File: src/design/serdes_pkg.sv
// Purpose : Shared constants for the 10-bit serializer and its lock monitor
// Assumes : One core clock; all pins sampled by that clock
// Notes   : Word layout is start clock bit, ten data bits, stop clock bit
package serdes_pkg;

  // ==========================================================
  // Word layout
  localparam int              DATA_W        = 10;
  localparam int              WORD_W        = DATA_W + 2;
  localparam logic            CLK_BIT_START = 1'h1;
  localparam logic            CLK_BIT_STOP  = 1'h0;
  // Five ones then five zeros, so the receiver sees a mid-word edge too
  localparam logic [DATA_W-1:0] TRAIN_PATTERN = 10'h3e0;

  // ==========================================================
  // Link behaviour counts
  localparam int              TRAIN_MIN     = 1024;
  localparam int              LOSS_COUNT    = 4;
  localparam int              SUSPECT_WORDS = 5;
  localparam int              LOCK_GOOD     = 4;

  // ==========================================================
  // Pin sampling
  localparam int              PIN_TRANSMIT_CLOCK      = 0;
  localparam int              PIN_DATA_LO   = 1;
  localparam int              PIN_EDGE      = PIN_DATA_LO + DATA_W;
  localparam int              PIN_OE        = PIN_EDGE + 1;
  localparam int              PIN_PDN       = PIN_OE + 1;
  localparam int              PIN_REQ_A     = PIN_PDN + 1;
  localparam int              PIN_REQ_B     = PIN_REQ_A + 1;
  localparam int              PIN_W         = PIN_REQ_B + 1;
  localparam logic [PIN_W-1:0] PIN_RESET    = 16'h0000;

endpackage

File: src/design/lock_monitor.sv
// Purpose : Receive-side lock detector and suspect-word marking
// Assumes : One received 12-bit word per valid pulse
// Notes   : Output words trail the input by the suspect window
`timescale 1ns/1ns
module lock_monitor
#(
  parameter int LOCK_GOOD_WORDS = serdes_pkg::LOCK_GOOD
)
(
  // Clock and reset
  input  wire logic                          core_clk_in,
  input  wire logic                          rst_in,
  // Received words
  input  wire logic [serdes_pkg::WORD_W-1:0] rx_word_in,
  input  wire logic                          rx_word_valid_in,
  // Recovered data and lock
  output logic      [serdes_pkg::DATA_W-1:0] rx_data_out,
  output logic                               rx_data_valid_out,
  output logic                               rx_suspect_out,
  output logic                               lock_n_out
);
  import serdes_pkg::*;

  localparam int GOOD_W = $clog2(LOCK_GOOD_WORDS + 1);
  localparam int BAD_W  = $clog2(LOSS_COUNT + 1);

  logic              clk_ok;
  logic              lose_now;
  logic [BAD_W-1:0]  bad_cnt_r;
  logic [GOOD_W-1:0] good_cnt_r;
  logic              lock_n_r;
  logic [DATA_W-1:0] dl_data_r [SUSPECT_WORDS];
  logic              dl_sus_r  [SUSPECT_WORDS];

  assign clk_ok   = (rx_word_in[WORD_W-1] == CLK_BIT_START) && (rx_word_in[0] == CLK_BIT_STOP);
  assign lose_now = rx_word_valid_in && !clk_ok && !lock_n_r
                    && (bad_cnt_r == BAD_W'(LOSS_COUNT - 1));

  // ==========================================================
  // Lock detector
  always_ff @(posedge core_clk_in)
  begin
    if (rst_in)
    begin
      bad_cnt_r  <= '0;
      good_cnt_r <= '0;
      lock_n_r   <= 1'b1;
    end
    else if (rx_word_valid_in)
    begin
      if (clk_ok)
      begin
        bad_cnt_r <= '0;
        if (lock_n_r && (good_cnt_r == GOOD_W'(LOCK_GOOD_WORDS - 1)))
        begin
          lock_n_r   <= 1'b0;
          good_cnt_r <= '0;
        end
        else if (lock_n_r)
          good_cnt_r <= good_cnt_r + GOOD_W'(1);
      end
      else
      begin
        good_cnt_r <= '0;
        // Only a run of bad words drops lock; one glitch is tolerated
        if (lose_now)
        begin
          lock_n_r  <= 1'b1;
          bad_cnt_r <= '0;
        end
        else if (bad_cnt_r != BAD_W'(LOSS_COUNT - 1))
          bad_cnt_r <= bad_cnt_r + BAD_W'(1);
      end
    end
  end

  // ==========================================================
  // Suspect window: words still in the line when lock drops are marked
  genvar i;
  generate
    for (i = 0; i < SUSPECT_WORDS; i++)
    begin : g_line
      always_ff @(posedge core_clk_in)
      begin
        if (rst_in)
        begin
          dl_data_r[i] <= '0;
          dl_sus_r[i]  <= 1'b1;
        end
        else if (rx_word_valid_in)
        begin
          if (i == 0)
          begin
            dl_data_r[i] <= rx_word_in[WORD_W-2:1];
            dl_sus_r[i]  <= lock_n_r || !clk_ok || lose_now;
          end
          else
          begin
            dl_data_r[i] <= dl_data_r[i-1];
            dl_sus_r[i]  <= dl_sus_r[i-1] || lose_now;
          end
        end
      end
    end
  endgenerate

  always_ff @(posedge core_clk_in)
  begin
    if (rst_in)
    begin
      rx_data_out       <= '0;
      rx_data_valid_out <= 1'b0;
      rx_suspect_out    <= 1'b1;
    end
    else
    begin
      rx_data_valid_out <= rx_word_valid_in;
      if (rx_word_valid_in)
      begin
        rx_data_out    <= dl_data_r[SUSPECT_WORDS-1];
        rx_suspect_out <= dl_sus_r[SUSPECT_WORDS-1] || lose_now;
      end
    end
  end

  assign lock_n_out = lock_n_r;

endmodule

File: src/design/serdes_tx_sync_lock_recovery.sv
// Purpose : 10-bit serializer with training symbols, plus link lock monitor
// Assumes : All serializer pins are asynchronous to core_clk_in
// Notes   : One serial bit per core cycle; a word needs 12 core cycles
`timescale 1ns/1ns

// Behaviour
// - Ten data inputs are captured into a 10-bit register once per transmit clock.
// - Edge select high samples on rising transmit clock edge, low on falling.
// - Output enable low floats both differential serial outputs.
// - Power down low stops the PLL, floats outputs, enters sleep.
// - A training request sends at least 1024 training symbols, even if released.
// - Training continues while the request stays high past the minimum.
// - The two training request inputs are ORed together.
// - Lock is lost only after four consecutive words with bad clock bits.
// - Up to five words before lock loss are treated as suspect.
// - Active-low lock indicator is high unless locked, low once locked.
// - Every word carries two embedded clock bits besides ten data bits.
module serdes_tx_sync_lock_recovery
#(
  parameter int TRAIN_MIN_WORDS = serdes_pkg::TRAIN_MIN,
  parameter int LOCK_GOOD_WORDS = serdes_pkg::LOCK_GOOD
)
(
  // Clock and reset
  input  wire logic                          core_clk_in,
  input  wire logic                          rst_in,
  // Parallel source side
  input  wire logic                          transmit_clock_in,
  input  wire logic                          tx_edge_select_in,
  input  wire logic [serdes_pkg::DATA_W-1:0] tx_data_in,
  // Control pins
  input  wire logic                          serial_output_enable_in,
  input  wire logic                          power_down_n_in,
  input  wire logic                          training_request_a_in,
  input  wire logic                          training_request_b_in,
  // Serial line
  output logic                               serial_p_out,
  output logic                               serial_p_oe_out,
  output logic                               serial_n_out,
  output logic                               serial_n_oe_out,
  // Word view and status
  output logic      [serdes_pkg::WORD_W-1:0] tx_word_out,
  output logic                               tx_word_strobe_out,
  output logic                               training_active_out,
  output logic                               pll_running_out,
  // Receive side lock monitor
  input  wire logic [serdes_pkg::WORD_W-1:0] rx_word_in,
  input  wire logic                          rx_word_valid_in,
  output logic      [serdes_pkg::DATA_W-1:0] rx_data_out,
  output logic                               rx_data_valid_out,
  output logic                               rx_suspect_out,
  output logic                               lock_n_out
);
  import serdes_pkg::*;

  typedef enum logic [1:0] {ST_SLEEP, ST_DATA, ST_TRAIN} tx_state_e;

  localparam int CNT_W = $clog2(TRAIN_MIN_WORDS + 1);
  localparam int BIT_W = $clog2(WORD_W + 1);

  logic [PIN_W-1:0]  pin_raw;
  logic [PIN_W-1:0]  s1_r;
  logic [PIN_W-1:0]  s2_r;
  logic [PIN_W-1:0]  s3_r;
  logic [PIN_W-1:0]  level_r;
  logic              transmit_clock_rise;
  logic              transmit_clock_fall;
  logic              capture;
  logic              pd_n;
  logic              req;
  logic              req_prev_r;
  logic              req_rise;
  tx_state_e         state_r;
  logic [CNT_W-1:0]  train_cnt_r;
  logic              train_done;
  logic [DATA_W-1:0] data_in_r;
  logic              load_r;
  logic              load_train_r;
  logic [WORD_W-1:0] word_nxt;
  logic [WORD_W-1:0] shift_r;
  logic [WORD_W-1:0] word_r;
  logic              strobe_r;
  logic              drive_r;

  // ==========================================================
  // Pin sampling: three stages, a change counts when stages two and three agree
  assign pin_raw = {training_request_b_in, training_request_a_in, power_down_n_in,
                    serial_output_enable_in, tx_edge_select_in, tx_data_in,
                    transmit_clock_in};

  always_ff @(posedge core_clk_in)
  begin
    if (rst_in)
    begin
      s1_r <= PIN_RESET;
      s2_r <= PIN_RESET;
      s3_r <= PIN_RESET;
    end
    else
    begin
      s1_r <= pin_raw;
      s2_r <= s1_r;
      s3_r <= s2_r;
    end
  end

  genvar i;
  generate
    for (i = 0; i < PIN_W; i++)
    begin : g_pin
      always_ff @(posedge core_clk_in)
      begin
        if (rst_in)
          level_r[i] <= PIN_RESET[i];
        else if (s2_r[i] == s3_r[i])
          level_r[i] <= s3_r[i];
      end
    end
  endgenerate

  assign transmit_clock_rise = (s2_r[PIN_TRANSMIT_CLOCK] == s3_r[PIN_TRANSMIT_CLOCK]) && s3_r[PIN_TRANSMIT_CLOCK] && !level_r[PIN_TRANSMIT_CLOCK];
  assign transmit_clock_fall = (s2_r[PIN_TRANSMIT_CLOCK] == s3_r[PIN_TRANSMIT_CLOCK]) && !s3_r[PIN_TRANSMIT_CLOCK] && level_r[PIN_TRANSMIT_CLOCK];
  assign capture   = pd_n && (level_r[PIN_EDGE] ? transmit_clock_rise : transmit_clock_fall);
  assign pd_n      = level_r[PIN_PDN];
  assign req       = level_r[PIN_REQ_A] | level_r[PIN_REQ_B];
  assign req_rise  = req && !req_prev_r;

  // ==========================================================
  // Training request tracking; cleared in sleep so a held request retrains on wake
  always_ff @(posedge core_clk_in)
  begin
    if (rst_in)
      req_prev_r <= 1'b0;
    else
      req_prev_r <= pd_n && req;
  end

  assign train_done = (train_cnt_r == CNT_W'(TRAIN_MIN_WORDS));

  // ==========================================================
  // Mode control
  always_ff @(posedge core_clk_in)
  begin
    if (rst_in)
      state_r <= ST_SLEEP;
    else if (!pd_n)
      state_r <= ST_SLEEP;
    else
    begin
      unique case (state_r)
        ST_SLEEP:
          state_r <= req ? ST_TRAIN : ST_DATA;
        ST_DATA:
          if (req_rise)
            state_r <= ST_TRAIN;
        ST_TRAIN:
          // A released request still runs the full minimum; a held one keeps going
          if (!req && train_done && !req_rise)
            state_r <= ST_DATA;
      endcase
    end
  end

  always_ff @(posedge core_clk_in)
  begin
    if (rst_in)
      train_cnt_r <= '0;
    else if (!pd_n || req_rise || state_r != ST_TRAIN)
      train_cnt_r <= '0;
    else if (load_r && load_train_r && !train_done)
      train_cnt_r <= train_cnt_r + CNT_W'(1);
  end

  // ==========================================================
  // Input register and word build
  always_ff @(posedge core_clk_in)
  begin
    if (rst_in)
    begin
      data_in_r    <= '0;
      load_r       <= 1'b0;
      load_train_r <= 1'b0;
    end
    else
    begin
      load_r <= capture;
      if (capture)
      begin
        data_in_r    <= level_r[PIN_EDGE-1:PIN_DATA_LO];
        load_train_r <= (state_r == ST_TRAIN) || req_rise;
      end
    end
  end

  assign word_nxt = {CLK_BIT_START,
                     load_train_r ? TRAIN_PATTERN : data_in_r,
                     CLK_BIT_STOP};

  // ==========================================================
  // Serial shifter; a new word restarts it, so a fast transmit clock truncates
  always_ff @(posedge core_clk_in)
  begin
    if (rst_in)
    begin
      shift_r  <= '0;
      word_r   <= '0;
      strobe_r <= 1'b0;
    end
    else
    begin
      strobe_r <= load_r;
      if (load_r)
      begin
        shift_r <= word_nxt;
        word_r  <= word_nxt;
      end
      else
        shift_r <= {shift_r[WORD_W-2:0], CLK_BIT_STOP};
    end
  end

  always_ff @(posedge core_clk_in)
  begin
    if (rst_in)
      drive_r <= 1'b0;
    else
      drive_r <= pd_n && level_r[PIN_OE];
  end

  assign serial_p_out        = shift_r[WORD_W-1];
  assign serial_n_out        = ~shift_r[WORD_W-1];
  assign serial_p_oe_out     = drive_r;
  assign serial_n_oe_out     = drive_r;
  assign tx_word_out         = word_r;
  assign tx_word_strobe_out  = strobe_r;
  assign training_active_out = (state_r == ST_TRAIN);
  assign pll_running_out     = (state_r != ST_SLEEP);

  // ==========================================================
  // Receive side lock monitor
  lock_monitor #(
    .LOCK_GOOD_WORDS (LOCK_GOOD_WORDS)
  ) u_lock (
    .core_clk_in       (core_clk_in),
    .rst_in            (rst_in),
    .rx_word_in        (rx_word_in),
    .rx_word_valid_in  (rx_word_valid_in),
    .rx_data_out       (rx_data_out),
    .rx_data_valid_out (rx_data_valid_out),
    .rx_suspect_out    (rx_suspect_out),
    .lock_n_out        (lock_n_out)
  );

endmodule

File: config.mk
export PLATFORM = sky130hd
export DESIGN_NAME = serdes_tx_sync_lock_recovery
export DESIGN_NICKNAME = d
export VERILOG_FILES = /design/src/design/serdes_pkg.sv /design/src/design/lock_monitor.sv /design/src/design/serdes_tx_sync_lock_recovery.sv
export SDC_FILE = /design/constraint.sdc
export NUM_CORES = 1
export LEC_CHECK = 0
export BUFFER_PORTS_ARGS = -buffer_cell sky130_fd_sc_hd__buf_2
export CAP_MARGIN = 10
export CORE_MARGIN = 4
export CORE_UTILIZATION = 52
export DETAILED_ROUTE_END_ITERATION = 6
export PLACE_DENSITY_LB_ADDON = 0.12
export SLEW_MARGIN = 20
export SYNTH_ARGS = -nofsm -noshare
export SYNTH_HDL_FRONTEND = slang
export SYNTH_SLANG_ARGS = --single-unit
File: constraint.sdc
create_clock -name core_clk_in -period 2 [get_ports core_clk_in]
set_input_delay 0.4 -clock core_clk_in [delete_from_list [all_inputs] [get_ports core_clk_in]]
set_output_delay 0.4 -clock core_clk_in [all_outputs]
set_load 0.01 [all_outputs]
Yosys cells after proc, flatten, opt, wreduce, memory -nomap -nowiden
Memories as Yosys holds them, arrays and structs flattened. A register that Yosys moved wholly into a read port is not among the register bits.
Cells that the tools add are included.
{"block": "word_totals", "inputBits": 31, "out_inout_bits": 32, "reg_bits": 124, "word_cells": 157, "ramBits": 55, "mem_count": 2}
{"block": "classes", "n_eq_ne": 27, "bitwise_logic": 14, "n_reduce_logical": 46, "add_sub_neg": 3, "n_mux": 31}
{"name": "u_lock.dl_data_r", "words": 5, "word_bits": 10, "read_ports": 5, "rd_clocked_by_memory_dff": 1, "wr": 5, "line_no": "lock_monitor.sv:32", "rtl": "logic [DATA_W-1:0] dl_data_r [SUSPECT_WORDS];"}
{"name": "u_lock.dl_sus_r", "words": 5, "word_bits": 1, "read_ports": 5, "rd_clocked_by_memory_dff": 0, "wr": 5, "line_no": "lock_monitor.sv:33", "rtl": "logic dl_sus_r [SUSPECT_WORDS];"}
{"operator": "$mux W10", "n": 6}
{"operator": "$mux W3", "n": 6}
{"operator": "$logic_and A1 B1 Y1", "n": 17}
{"operator": "$eq A1 B1 Y1", "n": 16}
{"operator": "$mux W1", "n": 14}
{"operator": "$mux W12", "n": 1}
{"operator": "$add A11 B1 Y11 const B", "n": 1}
{"operator": "$eq A11 B11 Y1 const B", "n": 1}
{"operator": "$or A1 B1 Y1", "n": 11}
{"operator": "$logic_or A1 B1 Y1", "n": 10}
{"operator": "$logic_not A1 Y1", "n": 9}
{"operator": "$add A3 B1 Y3 const B", "n": 2}
{"operator": "$eq A3 B2 Y1 const B", "n": 2}
{"operator": "$mux W2", "n": 3}
{"operator": "$ne A2 B2 Y1 const B", "n": 3}
{"operator": "$pmux W2 S3", "n": 1}
{"operator": "$reduce_and A2 Y1", "n": 3}
{"operator": "$reduce_bool A2 Y1", "n": 2}
{"operator": "$reduce_or A2 Y1", "n": 2}
{"operator": "$ne A3 B2 Y1 const B", "n": 1}
{"operator": "$ne A3 B3 Y1 const B", "n": 1}
{"operator": "$not A1 Y1", "n": 3}
{"operator": "$reduce_and A3 Y1", "n": 1}
{"operator": "$reduce_bool A3 Y1", "n": 1}
{"operator": "other kinds (4)", "n": 4}

Depth between registers and ports, before layout
{"block": "depth", "depth_word": 8, "mapped_depth": 7, "ltp_nobuf": 6}

Modules after synthesis
From an unflattened synthesis, not the netlist that was laid out.
{"block": "hier_totals", "hier_cells": 578, "hier_area_um2": 6722.7}
{"mod": "serdes_tx_sync_lock_recovery", "cells_each": 385, "area_per_inst_um2": 3895.0, "seq_area_each_um2": 2282.2, "instances": 1}
{"mod": "lock_monitor", "cells_each": 193, "area_per_inst_um2": 2827.7, "seq_area_each_um2": 2021.9, "instances": 1}

Least setup slack after synthesis
OpenSTA, ideal clock, no wires.
{"block": "synth_path", "path_type": "input to register", "from": "input port rx_word_valid_in", "to": "memory u_lock.dl_data_r[0][0], enable pin", "slack_ps": -55, "setup_time_ps": 388, "required_ps": 1612, "arrival_ps": 1667, "path_buffers": 2, "path_stages": 3, "cell_sequence": "clkbuf_1 clkbuf_1 or2_2"}
{"element": "from (decl)", "line_no": "serdes_tx_sync_lock_recovery.sv:48", "rtl": "input wire logic rx_word_valid_in,"}
{"element": "to (decl)", "line_no": "lock_monitor.sv:32"}

Worst setup path after layout
{"block": "layout_path", "from": "register state_r[0]", "to": "output port training_active_out"}
{"block": "layout_between", "elab_chain_len": 1}
{"element": "from (decl)", "line_no": "serdes_tx_sync_lock_recovery.sv:73", "rtl": "tx_state_e state_r;"}
{"element": "from (signal assigned)", "line_no": "serdes_tx_sync_lock_recovery.sv:152", "rtl": "state_r <= req ? ST_TRAIN : ST_DATA;"}
{"element": "$eq A2 B2 Y1", "line_no": "serdes_tx_sync_lock_recovery.sv:236", "rtl": "assign training_active_out = (state_r == ST_TRAIN);"}
{"element": "to (decl)", "line_no": "serdes_tx_sync_lock_recovery.sv:44", "rtl": "output logic training_active_out,"}
Every way passes these cells.

==> summary.md <==
| Metric | Value |
|---|---|
| Outcome | `completed` |
| # resized after CTS | `0` |
| Setup ws final | `between 0.3 and 0.4 ns` |
| Post-Syn Instances | `587` |
| Die width | `121 µm` |
| Multi-input logic area | `2160 µm²` |
| Hold Violations, Final | `0` |
| Clock transition at the registers of the reported paths | `about 0.060 ns` |
| Hold_buf cts | `0` |
| Syn nets | `between 600 and 700` |
| Avg Cell Area, Syn | `11.3 µm²` |
| Slowest CP cell | `dfxtp_1` |
| Seq/Total Area, Yosys | `64.8%` |
| Tmin final | `1.67 ns` |
| Switch Pwr | `1.50 mW` |
| Final Setup Violations | `0` |
| Number of antenna diodes | `0` |
| Crit path capture type | `output port` |
| DP Worst Slack | `0.425 ns` |
| Switching Fraction | `19.6%` |
| Post-layout util | `about three fifths` |
| Routed wire per std cell | `about 12 µm` |
| FF+latch area | `4300 µm²` |
| Most frequent cells in the layout | `dfxtp_1 (134), buf_2 (60), edfxtp_1 (54), and2_1 (52), nor2b_1 (51)` |
| First-pass GRT wire length | `~17000 µm` |
| Die footprint | `14600 µm²` |
| RR Startpoint | `s3_r[0]$_SDFF_PP0_` |
| Grt ovf | `0` |
| CP bufs+invs | `2` |
| Lkg Pwr | `3.16 nW` |
| Met3 global-route usage | `5.08%` |
| Total Neg Setup Slack | `0 ns` |
| GPL Wtd Cong | `0.747` |
| CP startpoint kind | `flop` |
| Port bufs | `61` |
| DR vias | `4037` |
| Layout cells sized above 1 | `15.3%` |
| Crit Reg-Reg Endpoint | `data_in_r[8]$_SDFFE_PP0P_` |
| Clock Tree Root | `clkbuf_16` |
| Power Dens Cells | `986 nW/µm²` |
| Drt via density | `4.85` |
| FP Rows | `41` |
| Post-DRT Antenna Nets | `0` |
| Power Internal | `6.14 mW` |
| Post-DP HPWL | `6620 µm` |
| Fmax | `600 MHz` |
| Vias in the first global route | `3842` |
| HP Start | `tx_data_in[5]` |
| R2R setup slack | `0.39 ns` |
| Largest delay share family, worst path | `flip-flops` |
| DR iter-0 viols | `289` |
| Synth-to-Final Area Change | `16.7%` |
| Clock sinks | `between 150 and 200` |
| Power Total | `7.64 mW` |
| CTS H-tree depth | `4` |
| Fillers | `1059` |
| Met1 Use GR | `19.9%` |
| Worst rel slew slack | `63.8%` |
| VDD IR-drop max | `0.000888 V` |
| Clk pwr share | `43.6%` |
| IO Count | `63` |
| Busiest layer in global routing | `met2` |
| WHS Endpoint | `s1_r[6]$_SDFF_PP0_` |
| Unrepaired setup endpoints after global routing | `no` |
| WHS Path Cells | `2` |
| Crit-path max FO | `5` |
| Drt pass-1 iters | `5` |
| Worst-Margin Slew | `approximately 0.54 ns` |
| Layout net count | `688` |
| Drt drc | `0` |
| Worst reg2reg path depth | `7` |
| Max-cap violations | `0` |
| Met2 Track Usage GR | `21.6%` |
| Crit-path max cell delay | `0.36 ns` |
| Clock Path Buffers | `2` |
| Floorplan Core Area | `12600 µm²` |
| Commonest non-fill, non-tap cell in the layout | `dfxtp_1` |
| Reg power frac | `53.3%` |
| CTS Buf Count | `17` |
| Setup Skew | `0.00725 ns` |
| Max-slew violation count | `0` |
| Setup bufs post-CTS | `0` |
| Largest net degree at the start of global routing | `53` |
| Antenna violations before repair | `0` |
| Drt total wl | `9880 µm` |
| Cell Count, Final, Fillers Out | `833` |
| Die Ht | `121 µm` |
| CTS tree | `built` |
| Cell count after placement | `about 800` |
| Yosys reg bits | `about 190` |
| Overall Global Routing Usage | `14.7%` |
| Initial Util | `52.9%` |
| Yosys Warn Count | `0` |
| Synthesized area | `6640 µm²` |
| WP data arrival | `1.27 ns` |
| Fin crit share | `83.3%` |
| Logic pwr share | `under 10%` |
| CP required | `approximately 1.6 ns` |
| Crit path kind | `flop to output port` |
| Cell variety after synth | `40` |
| Crit path cell chain | `inv_1 -> ha_1 -> buf_2` |
| Clk Latency, worst-skew pair | `0.42 ns` |
| Min-Delay Path Class | `primary input to flop` |
-- cells by family (layout without fill, tap and decap cells) --
kind of cell | count (synthesis) | count (layout) | synth area share (%)
AOI/OAI and AO/OA | 80 | 80 | 7.01
xor gates and xnor gates | 7 | 7 | 0.923
adders and majority gates | 9 | 9 | 1.70
buffers and inverters | 43 | 117 | 2.77
DFF | 188 | 188 | 64.8
muxes | 23 | 23 | 3.47
other | 1 | 1 | 0.0565
and+or+nand+nor | 236 | 236 | 19.3
-- metal layers --
metal / share of wire [%] / wire (µm) / vias to the layer above
met5: 0 / 0 / -
met1: 49 / 4850 / 1860
met4: 1.3 / 131 / 0
met3: 5.6 / 550 / 14
li1: - / - / 2086
met2: 44 / 4350 / 77
-- area by class of cell --
class	count	area share [%]
Sequential cell	188	55.5
Clock buffer	23	6.33
Inverter	13	0.630
Tap cell	172	2.78
Multi-Input combinational cell	356	27.8
Timing Repair Buffer	72	5.52
Clock inverter	9	1.39
-- how the worst max path moves through the flow --
stage	start	end	slack (ns)	cells past startpoint
global route	state_r[0]$_SDFFE_PP0P_	training_active_out	0.25	3
detailed placement	s3_r[0]$_SDFF_PP0_	data_in_r[8]$_SDFFE_PP0P_	0.43	7
finish	state_r[0]$_SDFFE_PP0P_	training_active_out	0.33	3
floorplan	rx_word_valid_in	u_lock.dl_data_r[0][0]$_SDFFCE_PN0P_	0.20	3
global placement	rst_in	tx_word_out[1]$_SDFFE_PP0P_	0.50	4
CTS	state_r[0]$_SDFFE_PP0P_	training_active_out	0.31	3
-- cells in the mapped netlist (all sizes together) --
cell type,count,area share [%]
dfxtp,134,40
edfxtp,54,24
and2,52,4.9
nor2b,51,4.8
nor2,47,2.7
nand2,37,2.1
a21oi,36,2.7
mux2i,23,3.5
clkbuf,22,1.2
o21ai,20,1.6
nand2b,14,1.3
inv,13,0.73
o21a,13,1.5
ha,9,1.7
buf,8,0.79
nand3,7,0.60
or3,6,0.57
xor2,5,0.66
nand4,4,0.38
o21bai,4,0.45
and4,3,0.40
nor3,3,0.23
nor3b,3,0.34
a21o,2,0.23
and3b,2,0.26
nor4,2,0.19
o31ai,2,0.23
xnor2,2,0.26
a31oi,1,0.094
a41oi,1,0.13
and2b,1,0.11
and3,1,0.094
conb,1,0.056
nand4b,1,0.13
nor4b,1,0.13
o311ai,1,0.13
or2,1,0.094
-- registers in the layout, summed over array words and instances (netlist names), 5 cells and up --
register	flops
data_in_r	10
tx_word_out	11
s2_r	16
u_lock.dl_data_r	50
s1_r	16
s3_r	16
u_lock.dl_sus_r	5
level_r	15
shift_r	11
train_cnt_r	11
u_lock.rx_data_out	10
-- power by group through the flow --
stage / sequential [mW] / clock (mW) / combinational [mW]
6_report: 4.07 / 3.33 / 0.234
5_1_grt: 4.09 / 3.55 / 0.265
4_1_cts: 4.07 / 3.41 / 0.239
3_5_place_dp: 4.16 / 0 / 0.238
3_3_place_gp: 4.15 / 0 / 0.229
2_1_floorplan: 4.15 / 0 / 0.150
-- per-stage QoR --
step / hold WS [ns] / instance area (µm²)
3_5_place_dp: 0.415 / 7150
2_1_floorplan: 0.405 / 6650
4_1_cts: 0.166 / 7750
5_1_grt: 0.174 / 7750
3_3_place_gp: 0.408 / 7150
6_report: 0.185 / 7750
-- worst register-to-register path: stages (launching register included) --
cell and delay, ns:
dfxtp_1 0.36, inv_1 0.06, ha_1 0.17, and3b_1 0.20
o21ai_2 0.13, buf_4 0.24, mux2i_1 0.27, nor2_1 0.06
Note: power is estimated with default switching activity, not from simulation.
